--- config.mk ---
export PLATFORM = sky130hd
export DESIGN_NAME = adc_cfg_bank
export DESIGN_NICKNAME = d
export VERILOG_FILES = /design/src/core/adc_cfg_pkg.sv /design/src/core/adc_cfg_bank.sv
export SDC_FILE = /design/constraint.sdc
export NUM_CORES = 1
export LEC_CHECK = 0
export BUFFER_PORTS_ARGS = -buffer_cell sky130_fd_sc_hd__buf_2
export CELL_PAD_IN_SITES_DETAIL_PLACEMENT = 1
export CELL_PAD_IN_SITES_GLOBAL_PLACEMENT = 1
export CORE_UTILIZATION = 38
export DETAILED_ROUTE_END_ITERATION = 7
export PLACE_DENSITY = 0.67
export SETUP_SLACK_MARGIN = 0.15
export SYNTH_ARGS = -nofsm -noshare
export SYNTH_HDL_FRONTEND = slang
export SYNTH_SLANG_ARGS = --single-unit
--- constraint.sdc ---
create_clock -name sys_clk -period 2.75 [get_ports sys_clk]
set_input_delay 0.275 -clock sys_clk [delete_from_list [all_inputs] [get_ports sys_clk]]
set_output_delay 0.275 -clock sys_clk [all_outputs]
set_load 0.05 [all_outputs]
--- src/core/adc_cfg_pkg.sv ---
/*
 * Constants and types for the dual converter configuration bank:
 * register addresses, field positions, reset values and serial framing.
 * Assumes a single system clock domain; the serial pins are synchronised
 * inside the bank itself.
 */
package adc_cfg_pkg;

	localparam int ADDR_W = 13;

	localparam logic [12:0] ADDR_SERIAL_PORT_CONFIG = 13'h0000;
	localparam logic [12:0] ADDR_CHIP_IDENTIFIER = 13'h0001;
	localparam logic [12:0] ADDR_SPEED_GRADE = 13'h0002;
	localparam logic [12:0] ADDR_CHANNEL_SELECT = 13'h0005;
	localparam logic [12:0] ADDR_OPERATING_MODES = 13'h0008;
	localparam logic [12:0] ADDR_CLOCK_CONTROL = 13'h0009;
	localparam logic [12:0] ADDR_CLOCK_DIVIDER = 13'h000b;
	localparam logic [12:0] ADDR_SHADOW_COMMIT = 13'h00ff;

	localparam logic [7:0] SERIAL_PORT_CONFIG_RST = 8'h18;
	localparam logic [1:0] CHANNEL_SELECT_RST = 2'h3;
	localparam logic [7:0] OPERATING_MODES_RST = 8'h80;
	localparam logic [7:0] CLOCK_CONTROL_RST = 8'h00;
	localparam logic [2:0] CLOCK_DIVIDER_RST = 3'h0;

	// Mirrored bit positions in the serial port configuration register.
	localparam int SPC_LSB_FIRST_HI = 6;
	localparam int SPC_LSB_FIRST_LO = 1;
	localparam int SPC_SOFT_RESET_HI = 5;
	localparam int SPC_SOFT_RESET_LO = 2;

	localparam int MODES_EXT_PD_BIT = 7;
	localparam int CHAN_A_BIT = 0;
	localparam int CHAN_B_BIT = 1;
	localparam int DCS_BIT = 0;
	localparam int COMMIT_BIT = 0;
	localparam int GRADE_LSB = 4;

	// Instruction word layout: read flag, byte count code, address.
	localparam int INSTR_RW_BIT = 15;
	localparam int INSTR_LEN_HI = 14;
	localparam int INSTR_LEN_LO = 13;
	localparam logic [1:0] LEN_STREAM = 2'h3;
	localparam logic [3:0] INSTR_LAST = 4'hf;
	localparam logic [3:0] BYTE_LAST = 4'h7;

	typedef enum logic [1:0] {
		PM_NORMAL = 2'b00,
		PM_POWER_DOWN = 2'b01,
		PM_STANDBY = 2'b10
	} power_mode_t;

	typedef struct packed {
		logic ext_pd_en;
		logic [1:0] power_mode;
	} chan_cfg_t;

	typedef struct packed {
		logic sclk;
		logic csb_n;
		logic sdio;
	} serial_pins_t;

	localparam chan_cfg_t CHAN_CFG_RST = '{
		ext_pd_en: OPERATING_MODES_RST[MODES_EXT_PD_BIT],
		power_mode: OPERATING_MODES_RST[1:0]
	};

endpackage : adc_cfg_pkg

--- src/core/adc_cfg_bank.sv ---
/*
 * Configuration register bank of a dual-channel converter, reached over a
 * three-wire serial port (clock, active-low select, bidirectional data).
 * Assumes the serial clock is asynchronous to sys_clk and that each of its
 * half periods spans at least six sys_clk cycles, so that the three-stage
 * pin synchronisers see every edge.
 */
`timescale 1ns/1ps

module adc_cfg_bank
	import adc_cfg_pkg::*;
#(
	parameter logic [7:0] CHIP_IDENTIFIER = 8'h5a,     // Arbitrary value.
	parameter logic [2:0] SPEED_GRADE = 3'h3
)
(
	input wire logic sys_clk,
	input wire logic rst_n,
	input wire serial_pins_t pins_in,
	output logic sdio_out,
	output logic sdio_oe,
	output chan_cfg_t chan_a_cfg,
	output chan_cfg_t chan_b_cfg,
	output logic duty_cycle_stabilizer,
	output logic [2:0] clk_div_ratio,
	output logic conv_clk_en,
	output logic lsb_first
);

	typedef enum logic [1:0] {
		PH_INSTR = 2'b00,
		PH_DATA = 2'b01,
		PH_DONE = 2'b10
	} phase_t;

	// Three-stage synchronisers; a level counts once stages two and three agree.
	logic [2:0] sync1_reg, sync2_reg, sync3_reg;
	serial_pins_t pin_reg;
	logic sclk_prev_reg;

	always_ff @(posedge sys_clk)
	begin
		if (!rst_n)
		begin
			sync1_reg <= 3'h2;
			sync2_reg <= 3'h2;
			sync3_reg <= 3'h2;
			pin_reg <= 3'h2;
			sclk_prev_reg <= 1'b0;
		end
		else
		begin
			sync1_reg <= pins_in;
			sync2_reg <= sync1_reg;
			sync3_reg <= sync2_reg;
			for (int i = 0; i < 3; i++)
			begin
				if (sync2_reg[i] == sync3_reg[i])
					pin_reg[i] <= sync3_reg[i];
			end
			sclk_prev_reg <= pin_reg.sclk;
		end
	end

	logic sclk_rise, sclk_fall, selected;
	assign selected = !pin_reg.csb_n;
	assign sclk_rise = pin_reg.sclk && !sclk_prev_reg && selected;
	assign sclk_fall = !pin_reg.sclk && sclk_prev_reg && selected;

	// Register state.
	logic lsb_first_reg, soft_reset_reg, commit_reg;
	logic [1:0] chan_sel_reg;
	chan_cfg_t shadow_a_reg, shadow_b_reg, active_a_reg, active_b_reg;
	logic shadow_dcs_reg, active_dcs_reg;
	logic [2:0] shadow_div_reg, active_div_reg;
	logic load_defaults;
	assign load_defaults = !rst_n || soft_reset_reg;

	// Serial frame state.
	phase_t phase_reg;
	logic [3:0] bit_cnt_reg;
	logic [15:0] instr_reg;
	logic [7:0] data_reg, rd_byte_reg;
	logic [12:0] addr_reg;
	logic read_reg, stream_reg, load_rd_reg;
	logic [1:0] bytes_left_reg;
	logic wr_en_reg;
	logic [12:0] wr_addr_reg;
	logic [7:0] wr_data_reg;

	// Bit position for the incoming serial bit under the current bit order.
	logic [3:0] instr_pos;
	logic [2:0] data_pos;
	logic [15:0] instr_full;
	logic [7:0] data_full;
	always_comb
	begin
		instr_pos = lsb_first_reg ? bit_cnt_reg : INSTR_LAST - bit_cnt_reg;
		data_pos = lsb_first_reg ? bit_cnt_reg[2:0] : 3'h7 - bit_cnt_reg[2:0];
		instr_full = instr_reg;
		instr_full[instr_pos] = pin_reg.sdio;
		data_full = data_reg;
		data_full[data_pos] = pin_reg.sdio;
	end

	// Streaming runs downward in MSB-first order and upward in LSB-first.
	logic [12:0] addr_step;
	assign addr_step = lsb_first_reg ? addr_reg + 13'h0001
		: addr_reg - 13'h0001;

	always_ff @(posedge sys_clk)
	begin
		wr_en_reg <= 1'b0;
		load_rd_reg <= 1'b0;
		if (!rst_n || !selected)
		begin
			phase_reg <= PH_INSTR;
			bit_cnt_reg <= 4'h0;
			instr_reg <= 16'h0000;
			data_reg <= 8'h00;
			addr_reg <= 13'h0000;
			read_reg <= 1'b0;
			stream_reg <= 1'b0;
			bytes_left_reg <= 2'h0;
			wr_addr_reg <= 13'h0000;
			wr_data_reg <= 8'h00;
		end
		else if (sclk_rise)
		begin
			case (phase_reg)
				PH_INSTR:
				begin
					instr_reg <= instr_full;
					bit_cnt_reg <= bit_cnt_reg + 4'h1;
					if (bit_cnt_reg == INSTR_LAST)
					begin
						bit_cnt_reg <= 4'h0;
						phase_reg <= PH_DATA;
						read_reg <= instr_full[INSTR_RW_BIT];
						addr_reg <= instr_full[ADDR_W-1:0];
						bytes_left_reg <= instr_full[INSTR_LEN_HI:INSTR_LEN_LO];
						stream_reg <= instr_full[INSTR_LEN_HI:INSTR_LEN_LO]
							== LEN_STREAM;
						load_rd_reg <= instr_full[INSTR_RW_BIT];
					end
				end
				PH_DATA:
				begin
					data_reg <= data_full;
					bit_cnt_reg <= bit_cnt_reg + 4'h1;
					if (bit_cnt_reg == BYTE_LAST)
					begin
						bit_cnt_reg <= 4'h0;
						wr_en_reg <= !read_reg;
						wr_addr_reg <= addr_reg;
						wr_data_reg <= data_full;
						addr_reg <= addr_step;
						load_rd_reg <= read_reg;
						bytes_left_reg <= bytes_left_reg - 2'h1;
						if (!stream_reg && bytes_left_reg == 2'h0)
							phase_reg <= PH_DONE;
					end
				end
				PH_DONE:
					phase_reg <= PH_DONE;
				default:
					phase_reg <= PH_INSTR;
			endcase
		end
	end

	// Local reads take channel A whenever its select bit is set.
	chan_cfg_t rd_local;
	logic [7:0] rd_value;
	assign rd_local = chan_sel_reg[CHAN_A_BIT] ? shadow_a_reg : shadow_b_reg;
	always_comb
	begin
		rd_value = 8'h00;
		case (addr_reg)
			ADDR_SERIAL_PORT_CONFIG:
				rd_value = {1'b0, lsb_first_reg, soft_reset_reg, 2'b11,
					soft_reset_reg, lsb_first_reg, 1'b0};
			ADDR_CHIP_IDENTIFIER:
				rd_value = CHIP_IDENTIFIER;
			ADDR_SPEED_GRADE:
				rd_value = {1'b0, SPEED_GRADE, 4'h0};
			ADDR_CHANNEL_SELECT:
				rd_value = {6'h00, chan_sel_reg};
			ADDR_OPERATING_MODES:
				rd_value = {rd_local.ext_pd_en, 5'h00, rd_local.power_mode};
			ADDR_CLOCK_CONTROL:
				rd_value = {7'h00, shadow_dcs_reg};
			ADDR_CLOCK_DIVIDER:
				rd_value = {5'h00, shadow_div_reg};
			ADDR_SHADOW_COMMIT:
				rd_value = {7'h00, commit_reg};
			default:
				rd_value = 8'h00;
		endcase
	end

	// Read data changes on the falling serial clock so the host samples it
	// on the next rising edge.
	always_ff @(posedge sys_clk)
	begin
		if (!rst_n || !selected)
		begin
			rd_byte_reg <= 8'h00;
			sdio_out <= 1'b0;
			sdio_oe <= 1'b0;
		end
		else
		begin
			if (load_rd_reg)
				rd_byte_reg <= rd_value;
			if (sclk_fall && phase_reg == PH_DATA && read_reg)
			begin
				sdio_oe <= 1'b1;
				sdio_out <= rd_byte_reg[data_pos];
			end
			else if (phase_reg != PH_DATA)
				sdio_oe <= 1'b0;
		end
	end

	// Port configuration and channel selection act at once.
	always_ff @(posedge sys_clk)
	begin
		if (load_defaults)
		begin
			lsb_first_reg <= SERIAL_PORT_CONFIG_RST[SPC_LSB_FIRST_HI];
			soft_reset_reg <= 1'b0;
			chan_sel_reg <= CHANNEL_SELECT_RST;
		end
		else if (wr_en_reg)
		begin
			if (wr_addr_reg == ADDR_SERIAL_PORT_CONFIG)
			begin
				// Either mirror position sets a flag, whatever the shift order.
				lsb_first_reg <= wr_data_reg[SPC_LSB_FIRST_HI]
					|| wr_data_reg[SPC_LSB_FIRST_LO];
				soft_reset_reg <= wr_data_reg[SPC_SOFT_RESET_HI]
					|| wr_data_reg[SPC_SOFT_RESET_LO];
			end
			if (wr_addr_reg == ADDR_CHANNEL_SELECT)
				chan_sel_reg <= wr_data_reg[1:0];
		end
	end

	// Shadow copies of the program registers.
	chan_cfg_t wr_cfg;
	assign wr_cfg = '{ext_pd_en: wr_data_reg[MODES_EXT_PD_BIT],
		power_mode: wr_data_reg[1:0]};

	always_ff @(posedge sys_clk)
	begin
		if (load_defaults)
		begin
			shadow_a_reg <= CHAN_CFG_RST;
			shadow_b_reg <= CHAN_CFG_RST;
			shadow_dcs_reg <= CLOCK_CONTROL_RST[DCS_BIT];
			shadow_div_reg <= CLOCK_DIVIDER_RST;
		end
		else if (wr_en_reg)
		begin
			if (wr_addr_reg == ADDR_OPERATING_MODES)
			begin
				if (chan_sel_reg[CHAN_A_BIT])
					shadow_a_reg <= wr_cfg;
				if (chan_sel_reg[CHAN_B_BIT])
					shadow_b_reg <= wr_cfg;
			end
			if (wr_addr_reg == ADDR_CLOCK_CONTROL)
				shadow_dcs_reg <= wr_data_reg[DCS_BIT];
			if (wr_addr_reg == ADDR_CLOCK_DIVIDER)
				shadow_div_reg <= wr_data_reg[2:0];
		end
	end

	// Commit bit: set by the host, cleared by the bank after one cycle.
	// A host write in the clearing cycle wins, so no commit is lost.
	always_ff @(posedge sys_clk)
	begin
		if (load_defaults)
			commit_reg <= 1'b0;
		else if (wr_en_reg && wr_addr_reg == ADDR_SHADOW_COMMIT)
			commit_reg <= wr_data_reg[COMMIT_BIT];
		else if (commit_reg)
			commit_reg <= 1'b0;
	end

	// Active settings change only on commit or when defaults load, all in the same cycle.
	always_ff @(posedge sys_clk)
	begin
		if (load_defaults)
		begin
			active_a_reg <= CHAN_CFG_RST;
			active_b_reg <= CHAN_CFG_RST;
			active_dcs_reg <= CLOCK_CONTROL_RST[DCS_BIT];
			active_div_reg <= CLOCK_DIVIDER_RST;
		end
		else if (commit_reg)
		begin
			active_a_reg <= shadow_a_reg;
			active_b_reg <= shadow_b_reg;
			active_dcs_reg <= shadow_dcs_reg;
			active_div_reg <= shadow_div_reg;
		end
	end

	// Input clock divider: one enable pulse every ratio plus one cycles.
	logic [2:0] div_cnt_reg;
	always_ff @(posedge sys_clk)
	begin
		if (load_defaults)
		begin
			div_cnt_reg <= 3'h0;
			conv_clk_en <= 1'b0;
		end
		else if (div_cnt_reg >= active_div_reg)
		begin
			div_cnt_reg <= 3'h0;
			conv_clk_en <= 1'b1;
		end
		else
		begin
			div_cnt_reg <= div_cnt_reg + 3'h1;
			conv_clk_en <= 1'b0;
		end
	end

	assign chan_a_cfg = active_a_reg;
	assign chan_b_cfg = active_b_reg;
	assign duty_cycle_stabilizer = active_dcs_reg;
	assign clk_div_ratio = active_div_reg;
	assign lsb_first = lsb_first_reg;

endmodule : adc_cfg_bank

# ---- Yosys cells after proc, flatten, opt, wreduce, memory -nomap -nowiden
# Cells that the tools add are included.
dict set report op_classes {
  muxes 32
  reduce_logical 43
  eq_ne 24
  magnitude_cmp 5
  n_bitwise 4
  addsub 7
}
# op count
set op_table {}
lappend op_table {{$eq 13x4->1 const B} 6}
lappend op_table {{$pmux 8 s8} 1}
lappend op_table {{$mux 13} 3}
lappend op_table {{$eq 13x3->1 const B} 2}
lappend op_table {{$eq 13x8->1 const B} 2}
lappend op_table {{$logic_not 13->1} 2}
lappend op_table {{$pmux 13 s2} 1}
lappend op_table {{$bwmux 16} 1}
lappend op_table {{$reduce_and 2->1} 7}
lappend op_table {{$add 13x1->13 const B} 1}
lappend op_table {{$eq 13x1->1 const B} 1}
lappend op_table {{$eq 13x2->1 const B} 1}
lappend op_table {{$sub 13x1->13 const B} 1}
lappend op_table {{$mux 4} 3}
lappend op_table {{$reduce_and 3->1} 4}
lappend op_table {{$logic_and 1x1->1} 10}
lappend op_table {{$mux 2} 5}
lappend op_table {{$bwmux 8} 1}
lappend op_table {{$mux 1} 8}
lappend op_table {{$pmux 4 s2} 1}
lappend op_table {{$reduce_and 4->1} 2}
lappend op_table {{$logic_not 1->1} 6}
lappend op_table {{$mux 3} 2}
lappend op_table {{$ne 2x2->1 const B} 3}
lappend op_table {{other kinds (28)} 41}
dict set report totals {
  elab_cells 155
  register_bits 122
}

# ---- Longest topological paths before layout
# Gate-level depths: netlist of the first run.
dict set report depth {
  word_depth 9
  ltp_mapped 9
}

# ---- Worst setup path after synthesis of the first run
# No wires, ideal clock.
dict set report synth_path {
  path_kind {reg2reg}
  from {reg lsb_first_reg, in the netlist lsb_first}
  to {reg addr_reg[3]}
  slack_ns 0.510
  arrival_time_ns 2.112
  stages_incl_launch_ff 8
  period_less_slack_ns 2.240
  setup_time_ns 0.128
  required_ns 2.622
  path_buffers 2
  path_cell_list {dfxtp_1 -> buf_2 -> clkbuf_1 -> and3b_1 -> o22ai_1 -> mux2_2 -> a221oi_1 -> nor2_1}
}
dict set report synth_via {
  elab_chain_len 8
  elab_cells_between_ends 11
  classes_between {2 x order compare; 8 x mux; 1 x reduce/logical}
}
# item line
set synth_rtl {}
lappend synth_rtl {{start, declared} adc_cfg_bank.sv:71} ;# logic lsb_first_reg, soft_reset_reg, commit_reg;
lappend synth_rtl {{start signal, assigned} adc_cfg_bank.sv:231} ;# lsb_first_reg <= SERIAL_PORT_CONFIG_RST[SPC_LSB_FIRST_HI];
lappend synth_rtl {{start signal, assigned} adc_cfg_bank.sv:240} ;# lsb_first_reg <= wr_data_reg[SPC_LSB_FIRST_HI]
lappend synth_rtl {{$mux 4} adc_cfg_bank.sv:98} ;# instr_pos = lsb_first_reg ? bit_cnt_reg : INSTR_LAST - bit_cnt_reg;
lappend synth_rtl {{$lt 4x5->1 (implied by the code) / $ge 4x1->1 (equally long branches)} adc_cfg_bank.sv:101} ;# instr_full[instr_pos] = pin_reg.sdio;
lappend synth_rtl {{$logic_and 1x1->1 (implied by the code)} adc_cfg_bank.sv:101}
lappend synth_rtl {{$mux 1 (implied by the code)} adc_cfg_bank.sv:101}
lappend synth_rtl {{$demux 1 s4} adc_cfg_bank.sv:101}
lappend synth_rtl {{$bwmux 16} adc_cfg_bank.sv:101}
lappend synth_rtl {{$mux 13} adc_cfg_bank.sv:135} ;# if (bit_cnt_reg == INSTR_LAST)
lappend synth_rtl {{$pmux 13 s2 (*)} adc_cfg_bank.sv:130} ;# case (phase_reg)
lappend synth_rtl {{end signal, assigned} adc_cfg_bank.sv:140} ;# addr_reg <= instr_full[ADDR_W-1:0];
lappend synth_rtl {{end signal, assigned} adc_cfg_bank.sv:157} ;# addr_reg <= addr_step;
lappend synth_rtl {{end, declared} adc_cfg_bank.sv:84} ;# logic [12:0] addr_reg;
# Every way passes the cells marked *; elsewhere a longest branch is shown, timed or not. The select of a mux whose other input is x is not followed.
# A chain may end at the register's enable or synchronous reset.

# ---- Worst setup path after layout of the first run
dict set report layout_path {
  from {reg lsb_first_reg, in the netlist lsb_first}
  to {reg addr_reg[10]}
}
# The elaborated chain is that of the path after synthesis.

==> flow_summary.ini, run 1 <==
[run_status]
outcome = complete, no violations

[logic_synthesis]
async_reset_ff_share_pct = 0
postSynthCellCount = 729
mappedNetlistNets = 747
syn_avg_cell_area_sq_um = 8.34
dominantRegCellSynth = sky130_fd_sc_hd__dfxtp_1
syn_area_sq_um = 6080
synth_edf_count = 0
synth_area_leaders = sky130_fd_sc_hd__dfxtp_1 39%, sky130_fd_sc_hd__mux2i_1 7.9%, sky130_fd_sc_hd__nand2_1 4.9%
netlist-cell-type-count = 69
synth-seq-cells = 118
post-synth-top-area-fraction_pct = 38.9
ys_warn_count = 0
netlist.top_cell.by_area = sky130_fd_sc_hd__dfxtp_1
synth_seq_area_share_pct = 38.9

[power_and_ir_drop]
worst_ir_drop_vdd_mv = 0.434
total_power_w = 0.00419
total_leakage_power_nw = 2.68
power_dens_cells_nw_per_um2 = 596

[clock_network]
cts_buffer_depth = 2
ctsHtreeMaxLevel = 4
clkTransAtPathRegs_ns = 0.05
clock_tree.root_cell = sky130_fd_sc_hd__clkbuf_16
clock_sinks = 118
cts_setup_buffers = 0
insertion_delay_ns = 0.43
cts.hold.buffers_added = 0
postCtsResizedCells = 0
cts_buffers = 17
clock_tree_from_tritoncts = done

[worst_hold_path]
min-delay-path-class = primary input to flop

[final_layout]
n_antenna_cell = 0
drive_gt1_share_pct = 13.5
most_frequent_standard_cell_in_the_layout_excluding_fill_and_tap_cells = sky130_fd_sc_hd__dfxtp_1
nets = 750
synth_to_final_area_change_pct = 15.5
largest_register_ff_count = 16
mostFrequentLayoutCells = 118 x sky130_fd_sc_hd__dfxtp_1, 79 x sky130_fd_sc_hd__nand2_1, 73 x sky130_fd_sc_hd__nor2_1

[setup_path]
class_of_the_most_critical_setup_path = flop to flop
setup.worst_path.start_class = flop
worst_ep_required_time_ns = 3.05
crit_path_max_fanout = 23
cp_data_arrival_time_ns = 2.69
r2r_setup_slack_ns = 0.36
endpoint_kind = flop

[global_route]
first_global_vias = 5611
grt_overflow_total = 0
antenna_found_initial = 0
first_pass_grt_wire_length_um = 30400
maximum_number_of_pins_on_one_net_before_global_route_repair = 41
grt.total_usage_pct = 24.1

[timing]
timing_worst_slew_pin_value_ns = 0.911
timing.final.crit_share_pct = 86.8
final_hold_viol_count = 0
worst_clock_skew_ns = 0.00722
setup_viol = 0
setup-tns-final_ns = 0
min_tclk_post_route_ns = 2.39
grt_setup_unrepaired = no
final_max_slew_viol_count = 0
slew-limit-headroom_pct = 38.7
timing.fmax_ghz = 0.419

[routing]
route.detailed.vias_per_inst = 5.72
routed_length_per_instance_um = 19.5
vias = 5457
ant_nets = 0
routed_wl_um = 18600
drcViolationCount = 0
dr.first_iter.drc_count = 412
drt_pre_antenna_iters = 4

[place]
gp_congestion = 0.838
hpwl_um = 13100
placement.io_buffers = 18

[floorplan]
io-pin-count = 19
die_y_um = 128
placementRows = 45
floorplan.initialDensity_pct = 39.4
die_width_um = 128
design.core.area_sq_um = 15400
die_area_sq_um = 16500

[flow_run]
cap_viol_max_count = 0
-- worst paths after layout --
kind                                         startpoint                         to  cells after the start
worst max-delay path             lsb_first$_SDFFE_PP0P_  addr_reg[10]$_SDFFE_PP0P_                      6
worst min-delay path                         pins_in[1]    sync1_reg[1]$_SDFF_PN1_                      2
worst max register to register   lsb_first$_SDFFE_PP0P_  addr_reg[10]$_SDFFE_PP0P_                      6
worst min register to register  sync1_reg[1]$_SDFF_PN1_    sync2_reg[1]$_SDFF_PN1_                      1
-- power by group --
group	internal, W	switching, W	leakage [nW]
Sequential	0.00172	0.00000236	0.952
Clock	0.00164	0.000803	0.305
Combinational	0.00000808	0.0000169	1.42
-- per-layer routing --
layer / vias to the layer above / part of all wire [%] / global-route usage [%]
met5: - / 0 / 0
met1: 2715 / 46 / 29.6
met4: 0 / 1.6 / 8.24
met3: 22 / 3.2 / 4.74
met2: 89 / 49 / 41.9
li1: 2631 / - / -
-- cells in the mapped netlist (3+ instances only) --
cell type,instances
sky130_fd_sc_hd__a211o_1,4
sky130_fd_sc_hd__a211oi_1,11
sky130_fd_sc_hd__a21boi_0,3
sky130_fd_sc_hd__a21o_1,6
sky130_fd_sc_hd__a21oi_1,51
sky130_fd_sc_hd__a221oi_1,3
sky130_fd_sc_hd__a22o_1,5
sky130_fd_sc_hd__a22oi_1,10
sky130_fd_sc_hd__a311oi_1,3
sky130_fd_sc_hd__a31o_2,4
sky130_fd_sc_hd__a31oi_1,8
sky130_fd_sc_hd__a32o_1,3
sky130_fd_sc_hd__a32oi_1,3
sky130_fd_sc_hd__and2_1,11
sky130_fd_sc_hd__and3_1,11
sky130_fd_sc_hd__and3b_1,7
sky130_fd_sc_hd__buf_1,4
sky130_fd_sc_hd__buf_2,15
sky130_fd_sc_hd__clkbuf_1,37
sky130_fd_sc_hd__dfxtp_1,118
sky130_fd_sc_hd__ha_1,13
sky130_fd_sc_hd__inv_1,16
sky130_fd_sc_hd__mux2_2,8
sky130_fd_sc_hd__mux2i_1,48
sky130_fd_sc_hd__nand2_1,79
sky130_fd_sc_hd__nand2b_1,20
sky130_fd_sc_hd__nand3_1,22
sky130_fd_sc_hd__nand3b_1,6
sky130_fd_sc_hd__nand4_1,6
sky130_fd_sc_hd__nor2_1,73
sky130_fd_sc_hd__nor2b_1,4
sky130_fd_sc_hd__nor3_1,19
sky130_fd_sc_hd__nor3b_1,5
sky130_fd_sc_hd__nor4_1,7
sky130_fd_sc_hd__o21ai_0,19
sky130_fd_sc_hd__o22ai_1,17
sky130_fd_sc_hd__or2_2,8
sky130_fd_sc_hd__or3_1,4
-- through the flow --
step	instance area [sq um]	std cells	hold WS [ns]	setup WS [ns]	utilization, %
6_report	7020	954	0.0265	0.363	45.5
2_1_floorplan	6080	729	0.348	0.510	-
3_5_place_dp	6390	924	0.397	0.403	41.4
5_1_grt	7020	954	0.0417	0.162	45.5
4_1_cts	7020	954	0.0186	0.392	45.5
3_3_place_gp	6390	924	0.391	0.476	41.4
-- kinds of logic after synthesis --
kind of cell / count (synthesis) / share of synthesized area [%]
mux: 56 / 9.39
xor+xnor: 4 / 0.576
buf+inv: 72 / 4.75
fa+ha+maj: 13 / 2.68
flops: 118 / 38.9
simple gates: 301 / 25.8
compound gates: 165 / 18.0
-- area by class of cell --
| cell class | count | area [sq um] |
|---|---|---|
| Clock buffer | 21 | 460 |
| Clock inverter | 9 | 175 |
| Fill cell | 1857 | 8410 |
| Inverter | 16 | 60.1 |
| Multi-Input combinational cell | 539 | 3440 |
| Sequential cell | 118 | 2360 |
| Tap cell | 211 | 264 |
| Timing Repair Buffer | 40 | 255 |
-- critical path: stages (launching register included) --
cell and delay [ns]:
sky130_fd_sc_hd__dfxtp_1 0.58, sky130_fd_sc_hd__buf_4 0.34, sky130_fd_sc_hd__nor4b_1 0.62, sky130_fd_sc_hd__a32oi_1 0.21, sky130_fd_sc_hd__a21oi_1 0.22, sky130_fd_sc_hd__mux2i_1 0.21
sky130_fd_sc_hd__a21oi_1 0.08
No activity file was read; power rests on OpenSTA's default activity.
==> inputs of run 2 (changes only) <==
- BUFFER_PORTS_ARGS: -buffer_cell sky130_fd_sc_hd__buf_2 -> not set
- DONT_BUFFER_PORTS: not set -> 1
- PLACE_DENSITY: 0.67 -> 0.66
==> run 2 against run 1 <==
  * Utilization fell by 0.70 points
  * Sequential share of layout area up 0.54 points
  * Sequential cell count stayed put
  * Worst hold slack better by 0.12 ns
  * Global-route usage is 1.0 points lower
  * Sequential power about the same
  * Routed wire length shrank 3.6%
  * Fmax grew 3.8%
  * Cell count down 1.4%
  * Final area is 1.5% lower
==> flow_summary.ini, run 2 (same netlist as run 1, synthesis figures left out) <==
[run_status]
outcome = complete, no violations

[routing]
drcViolationCount = 0
routed_wl_um = 17900
route.detailed.vias_per_inst = 5.73
routed_length_per_instance_um = 19.0
dr.first_iter.drc_count = 449
drt_pre_antenna_iters = 6
vias = 5390
ant_nets = 0

[setup_path]
endpoint_kind = flop
crit_path_max_fanout = 33
r2r_setup_slack_ns = 0.45
cp_data_arrival_time_ns = 2.60
class_of_the_most_critical_setup_path = flop to flop
setup.worst_path.start_class = flop
worst_ep_required_time_ns = 3.05

[clock_network]
insertion_delay_ns = 0.42
clock_tree.root_cell = sky130_fd_sc_hd__clkbuf_16
postCtsResizedCells = 0
clock_sinks = 118
clock_tree_from_tritoncts = done
cts_setup_buffers = 0
cts.hold.buffers_added = 4
clkTransAtPathRegs_ns = 0.06
ctsHtreeMaxLevel = 4
cts_buffers = 17
cts_buffer_depth = 2

[floorplan]
io-pin-count = 19
floorplan.initialDensity_pct = 39.4
design.core.area_sq_um = 15400
die_area_sq_um = 16500
die_y_um = 128
placementRows = 45
die_width_um = 128

[final_layout]
most_frequent_standard_cell_in_the_layout_excluding_fill_and_tap_cells = sky130_fd_sc_hd__dfxtp_1
area_taken_by_multi_input_logic_gates_sq_um = 3440
synth_to_final_area_change_pct = 13.8
mostFrequentLayoutCells = 117 x sky130_fd_sc_hd__dfxtp_1, 79 x sky130_fd_sc_hd__nand2_1, 73 x sky130_fd_sc_hd__nor2_1
n_antenna_cell = 0
largest_register_ff_count = 16
regArea_sq_um = 2360
nets = 735
drive_gt1_share_pct = 11.6
n_fill_cell = 1843

[worst_hold_path]
min-delay-path-class = primary input to flop

[timing]
final_hold_viol_count = 0
grt_setup_unrepaired = no
slew-limit-headroom_pct = 46.3
worst_slack_ns = 0.450
min_tclk_post_route_ns = 2.30
final_max_slew_viol_count = 0
hold_ws_ns = 0.151
worst_clock_skew_ns = 0.00987
timing.final.crit_share_pct = 83.6
timing.fmax_ghz = 0.435
timing_worst_slew_pin_value_ns = 0.799
setup-tns-final_ns = 0
setup_viol = 0

[global_route]
first_pass_grt_wire_length_um = 29000
first_global_vias = 5360
grt_overflow_total = 0
maximum_number_of_pins_on_one_net_before_global_route_repair = 40
antenna_found_initial = 1
grt.total_usage_pct = 23.1

[flow_run]
cap_viol_max_count = 0

[power_and_ir_drop]
internal_power_w = 0.00310
worst_ir_drop_vdd_mv = 0.420
share_comb_of_total_power_pct = 0.6
total_leakage_power_nw = 2.57
power_dens_cells_nw_per_um2 = 568
net_switching_fraction_of_the_power_pct = 21.1
total_power_w = 0.00393
clockPowerShare_pct = 55.6
seq_power_share_pct = 43.8
switching_power_w = 0.000828

[place]
placement.io_buffers = 0
worst_setup_timing_slack_at_the_placement_stage_ns = 0.451
gp_congestion = 0.848
hpwl_um = 12800
==> run 2: changes by cell type in the layout (fill, tap and decap cells not counted), sizes merged <==
cell | previous run | this run
dlygate4sd3 | 0 | 4
bufinv | 5 | 2
clkinvlp | 2 | 4
inv | 16 | 17
clkinv | 2 | 5
clkbuf | 21 | 20
buf | 40 | 21
==> run 2: area by class of cell <==
class	instances	share of cell area, %
inverters	16	0.869
clock buffers	20	6.61
well taps	211	3.82
multi-input cells	539	49.8
repair buffers	25	2.86
clock inverters	12	1.85
flip-flops and latches	118	34.2
==> run 2: path summary, 6_finish.rpt <==
| kind | startpoint | cells past startpoint | endpoint |
|---|---|---|---|
| max | lsb_first$_SDFFE_PP0P_ | 6 | addr_reg[7]$_SDFFE_PP0P_ |
| max reg2reg | lsb_first$_SDFFE_PP0P_ | 6 | addr_reg[7]$_SDFFE_PP0P_ |
| min reg2reg | sync1_reg[1]$_SDFF_PN1_ | 1 | sync2_reg[1]$_SDFF_PN1_ |
| min | rst_n | 3 | commit_reg$_SDFF_PP0_ |
==> run 2: metal layers <==
layer	GRT usage, %	wire, um
met5	0	0
met4	7.06	222
met3	5.53	815
met2	39.5	8630
met1	28.7	8220
==> run 2: power groups by stage <==
stage | logic [W] | clock network (W) | registers [W]
floorplan | 0.0000131 | 0 | 0.00176
global placement | 0.0000157 | 0 | 0.00176
detailed placement | 0.0000163 | 0 | 0.00176
CTS | 0.0000228 | 0.00223 | 0.00172
global route | 0.0000243 | 0.00232 | 0.00172
finish | 0.0000220 | 0.00219 | 0.00172
==> run 2: worst max-delay path, stage by stage (launching register included) <==
cell	delay, ns
sky130_fd_sc_hd__dfxtp_2	0.69
sky130_fd_sc_hd__buf_4	0.41
sky130_fd_sc_hd__and3_1	0.25
sky130_fd_sc_hd__nand4_1	0.19
sky130_fd_sc_hd__a31o_2	0.30
sky130_fd_sc_hd__a221oi_1	0.26
sky130_fd_sc_hd__nor2_1	0.07
==> run 2: through the flow <==
stage	area (sq um)	utilization, %	cells
global route	6910	44.8	941
CTS	6910	44.8	941
detailed placement	6290	40.8	905
global placement	6290	40.8	905
floorplan	6080	-	729
finish	6910	44.8	941
==> inputs of run 3 (changes only) <==
- clock period: 2.75 -> 2.35 ns (I/O delays scaled with it)
==> run 3 against run 2 <==
  * Utilization increased by 1.5 points
  * Critical path type unchanged
  * Clock power is 26% higher
  * Largest power group unchanged
  * Die area unchanged
  * Largest cell class unchanged
==> flow_summary.ini, run 3 (same netlist as run 1, synthesis figures left out) <==
[clock_network]
cts_buffers = 17
ctsHtreeMaxLevel = 4
cts_buffer_depth = 2
clock_tree_from_tritoncts = done
clock_tree.root_cell = sky130_fd_sc_hd__clkbuf_16
clock_sinks = 118
insertion_delay_ns = 0.43
clkTransAtPathRegs_ns = 0.06

[setup_path]
worst_ep_required_time_ns = 2.65
worst-r2r-cell-count = 6
path_delay_family = simple AND/OR/NAND/NOR gates
setup.worst_path.start_class = flop
cp_data_arrival_time_ns = 2.39
critPathMaxStageDelay_ns = 0.57
rr_startpoint = lsb_first$_SDFFE_PP0P_
class_of_the_most_critical_setup_path = flop to flop
path_buf_inv = 1
endpoint_kind = flop
cell_by_cell_listing_of_the_critical_path = buf_12, nor3_1, or4bb_1, a31o_2, a221oi_1, nor2_1
crit_path_max_fanout = 21
critical-path-slowest-cell = sky130_fd_sc_hd__or4bb_1
rr_endpoint = addr_reg[7]$_SDFFE_PP0P_
r2r_setup_slack_ns = 0.26

[routing]
routed_wl_um = 18800
vias = 5478
dr.first_iter.drc_count = 360
route.detailed.vias_per_inst = 5.71
ant_nets = 0
drt_pre_antenna_iters = 4
routed_length_per_instance_um = 19.6
drcViolationCount = 0

[flow_run]
cap_viol_max_count = 0

[power_and_ir_drop]
internal_power_w = 0.00375
total_leakage_power_nw = 2.71
power_dens_cells_nw_per_um2 = 670
share_comb_of_total_power_pct = 0.5
net_switching_fraction_of_the_power_pct = 21.6
worst_ir_drop_vdd_mv = 0.509
clockPowerShare_pct = 57.4
switching_power_w = 0.00104
seq_power_share_pct = 42.0

[global_route]
grt.total_usage_pct = 24.3
antenna_found_initial = 0
maximum_number_of_pins_on_one_net_before_global_route_repair = 34
first_global_vias = 5765
grt_overflow_total = 0
first_pass_grt_wire_length_um = 30400

[worst_hold_path]
endpoint_of_the_worst_hold_path = commit_reg$_SDFF_PP0_
min-delay-path-class = primary input to flop
worstHoldPathCells = 3
hold_path_startpoint = rst_n

[timing]
worst_clock_skew_ns = 0.0123
min_tclk_post_route_ns = 2.09
final_max_slew_viol_count = 0
setup-tns-final_ns = 0
timing_worst_slew_pin_value_ns = 0.779
setup_viol = 0
slew-limit-headroom_pct = 47.9
timing.final.crit_share_pct = 89.1
grt_setup_unrepaired = no
hold_ws_ns = 0.0925
timing.fmax_ghz = 0.478
final_hold_viol_count = 0

[place]
gp_congestion = 0.856
hpwl_um = 13500
placement.io_buffers = 0
dp_cells = 923

[final_layout]
largest_register_ff_count = 16
drive_gt1_share_pct = 14.4
synth_to_final_area_change_pct = 17.5
mostFrequentLayoutCells = 116 x sky130_fd_sc_hd__dfxtp_1, 79 x sky130_fd_sc_hd__nand2_1, 73 x sky130_fd_sc_hd__nor2_1
final_util_pct = 46.3
finalNonFillerCells = 959
most_frequent_standard_cell_in_the_layout_excluding_fill_and_tap_cells = sky130_fd_sc_hd__dfxtp_1
n_antenna_cell = 0
nets = 753

[floorplan]
die_width_um = 128
placementRows = 45
design.core.area_sq_um = 15400
floorplan.initialDensity_pct = 39.4
die_y_um = 128
die_area_sq_um = 16500
io-pin-count = 19

[run_status]
outcome = complete, no violations
==> run 3: repair_timing <==
| item | CTS | global route |
|---|---|---|
| setup buffers | 0 | 0 |
| setup endpoints to repair | 1 | 6 |
| endpoints found under the hold margin | 13 | 0 |
| hold buffers | 4 | 0 |
| gates resized for setup | 1 | 4 |
==> run 3: power groups by stage <==
stage	clock, W	sequential (W)	combinational [W]
2_1_floorplan	0	0.00206	0.0000153
3_3_place_gp	0	0.00206	0.0000183
3_5_place_dp	0	0.00206	0.0000189
4_1_cts	0.00280	0.00201	0.0000266
5_1_grt	0.00289	0.00201	0.0000287
6_report	0.00275	0.00201	0.0000258
==> run 3: layout make-up <==
type / count / area (sq um)
Clock buffer: 19 / 453
Clock inverter: 13 / 168
Fill cell: 1845 / 8280
Inverter: 16 / 60.1
Multi-Input combinational cell: 539 / 3460
Sequential cell: 118 / 2370
Tap cell: 211 / 264
Timing Repair Buffer: 43 / 370
==> run 3: worst reg2reg max path: stages (launching register included) <==
cell and delay (ns):
sky130_fd_sc_hd__dfxtp_4 0.42, sky130_fd_sc_hd__buf_12 0.18, sky130_fd_sc_hd__nor3_1 0.20, sky130_fd_sc_hd__or4bb_1 0.57, sky130_fd_sc_hd__a31o_2 0.27, sky130_fd_sc_hd__a221oi_1 0.25, sky130_fd_sc_hd__nor2_1 0.07
==> run 3: worst max path at each step <==
| stage | start | endpoint | slack [ns] | cells after the start |
|---|---|---|---|---|
| 2_1_floorplan | lsb_first$_SDFFE_PP0P_ | addr_reg[3]$_SDFFE_PP0P_ | 0.29 | 7 |
| 3_3_place_gp | wr_addr_reg[8]$_SDFFE_PP0P_ | chan_sel_reg[0]$_SDFFE_PP1P_ | 0.29 | 5 |
| 3_5_place_dp | lsb_first$_SDFFE_PP0P_ | addr_reg[7]$_SDFFE_PP0P_ | 0.23 | 6 |
| 4_1_cts | lsb_first$_SDFFE_PP0P_ | addr_reg[7]$_SDFFE_PP0P_ | 0.21 | 6 |
| 5_1_grt | phase_reg[0]$_SDFFE_PP0P_ | bytes_left_reg[1]$_SDFFE_PP0P_ | 0.17 | 8 |
| 6_report | lsb_first$_SDFFE_PP0P_ | addr_reg[7]$_SDFFE_PP0P_ | 0.26 | 6 |
==> run 3: layer usage <==
layer | track usage (%) | vias to the layer above | routed length [um]
met5 | 0 | - | 0
met4 | 10.7 | 0 | 602
met3 | 5.24 | 33 | 657
met2 | 41.5 | 86 | 9310
met1 | 29.3 | 2726 | 8230
li1 | - | 2633 | -
==> run 3: metrics by stage <==
stage               area (sq um)  power, W  setup slack, ns
floorplan                   6080   0.00207            0.286
global placement            6460   0.00208            0.291
detailed placement          6460   0.00208            0.226
CTS                         7130   0.00484            0.209
global route                7140   0.00494            0.169
finish                      7140   0.00479            0.257
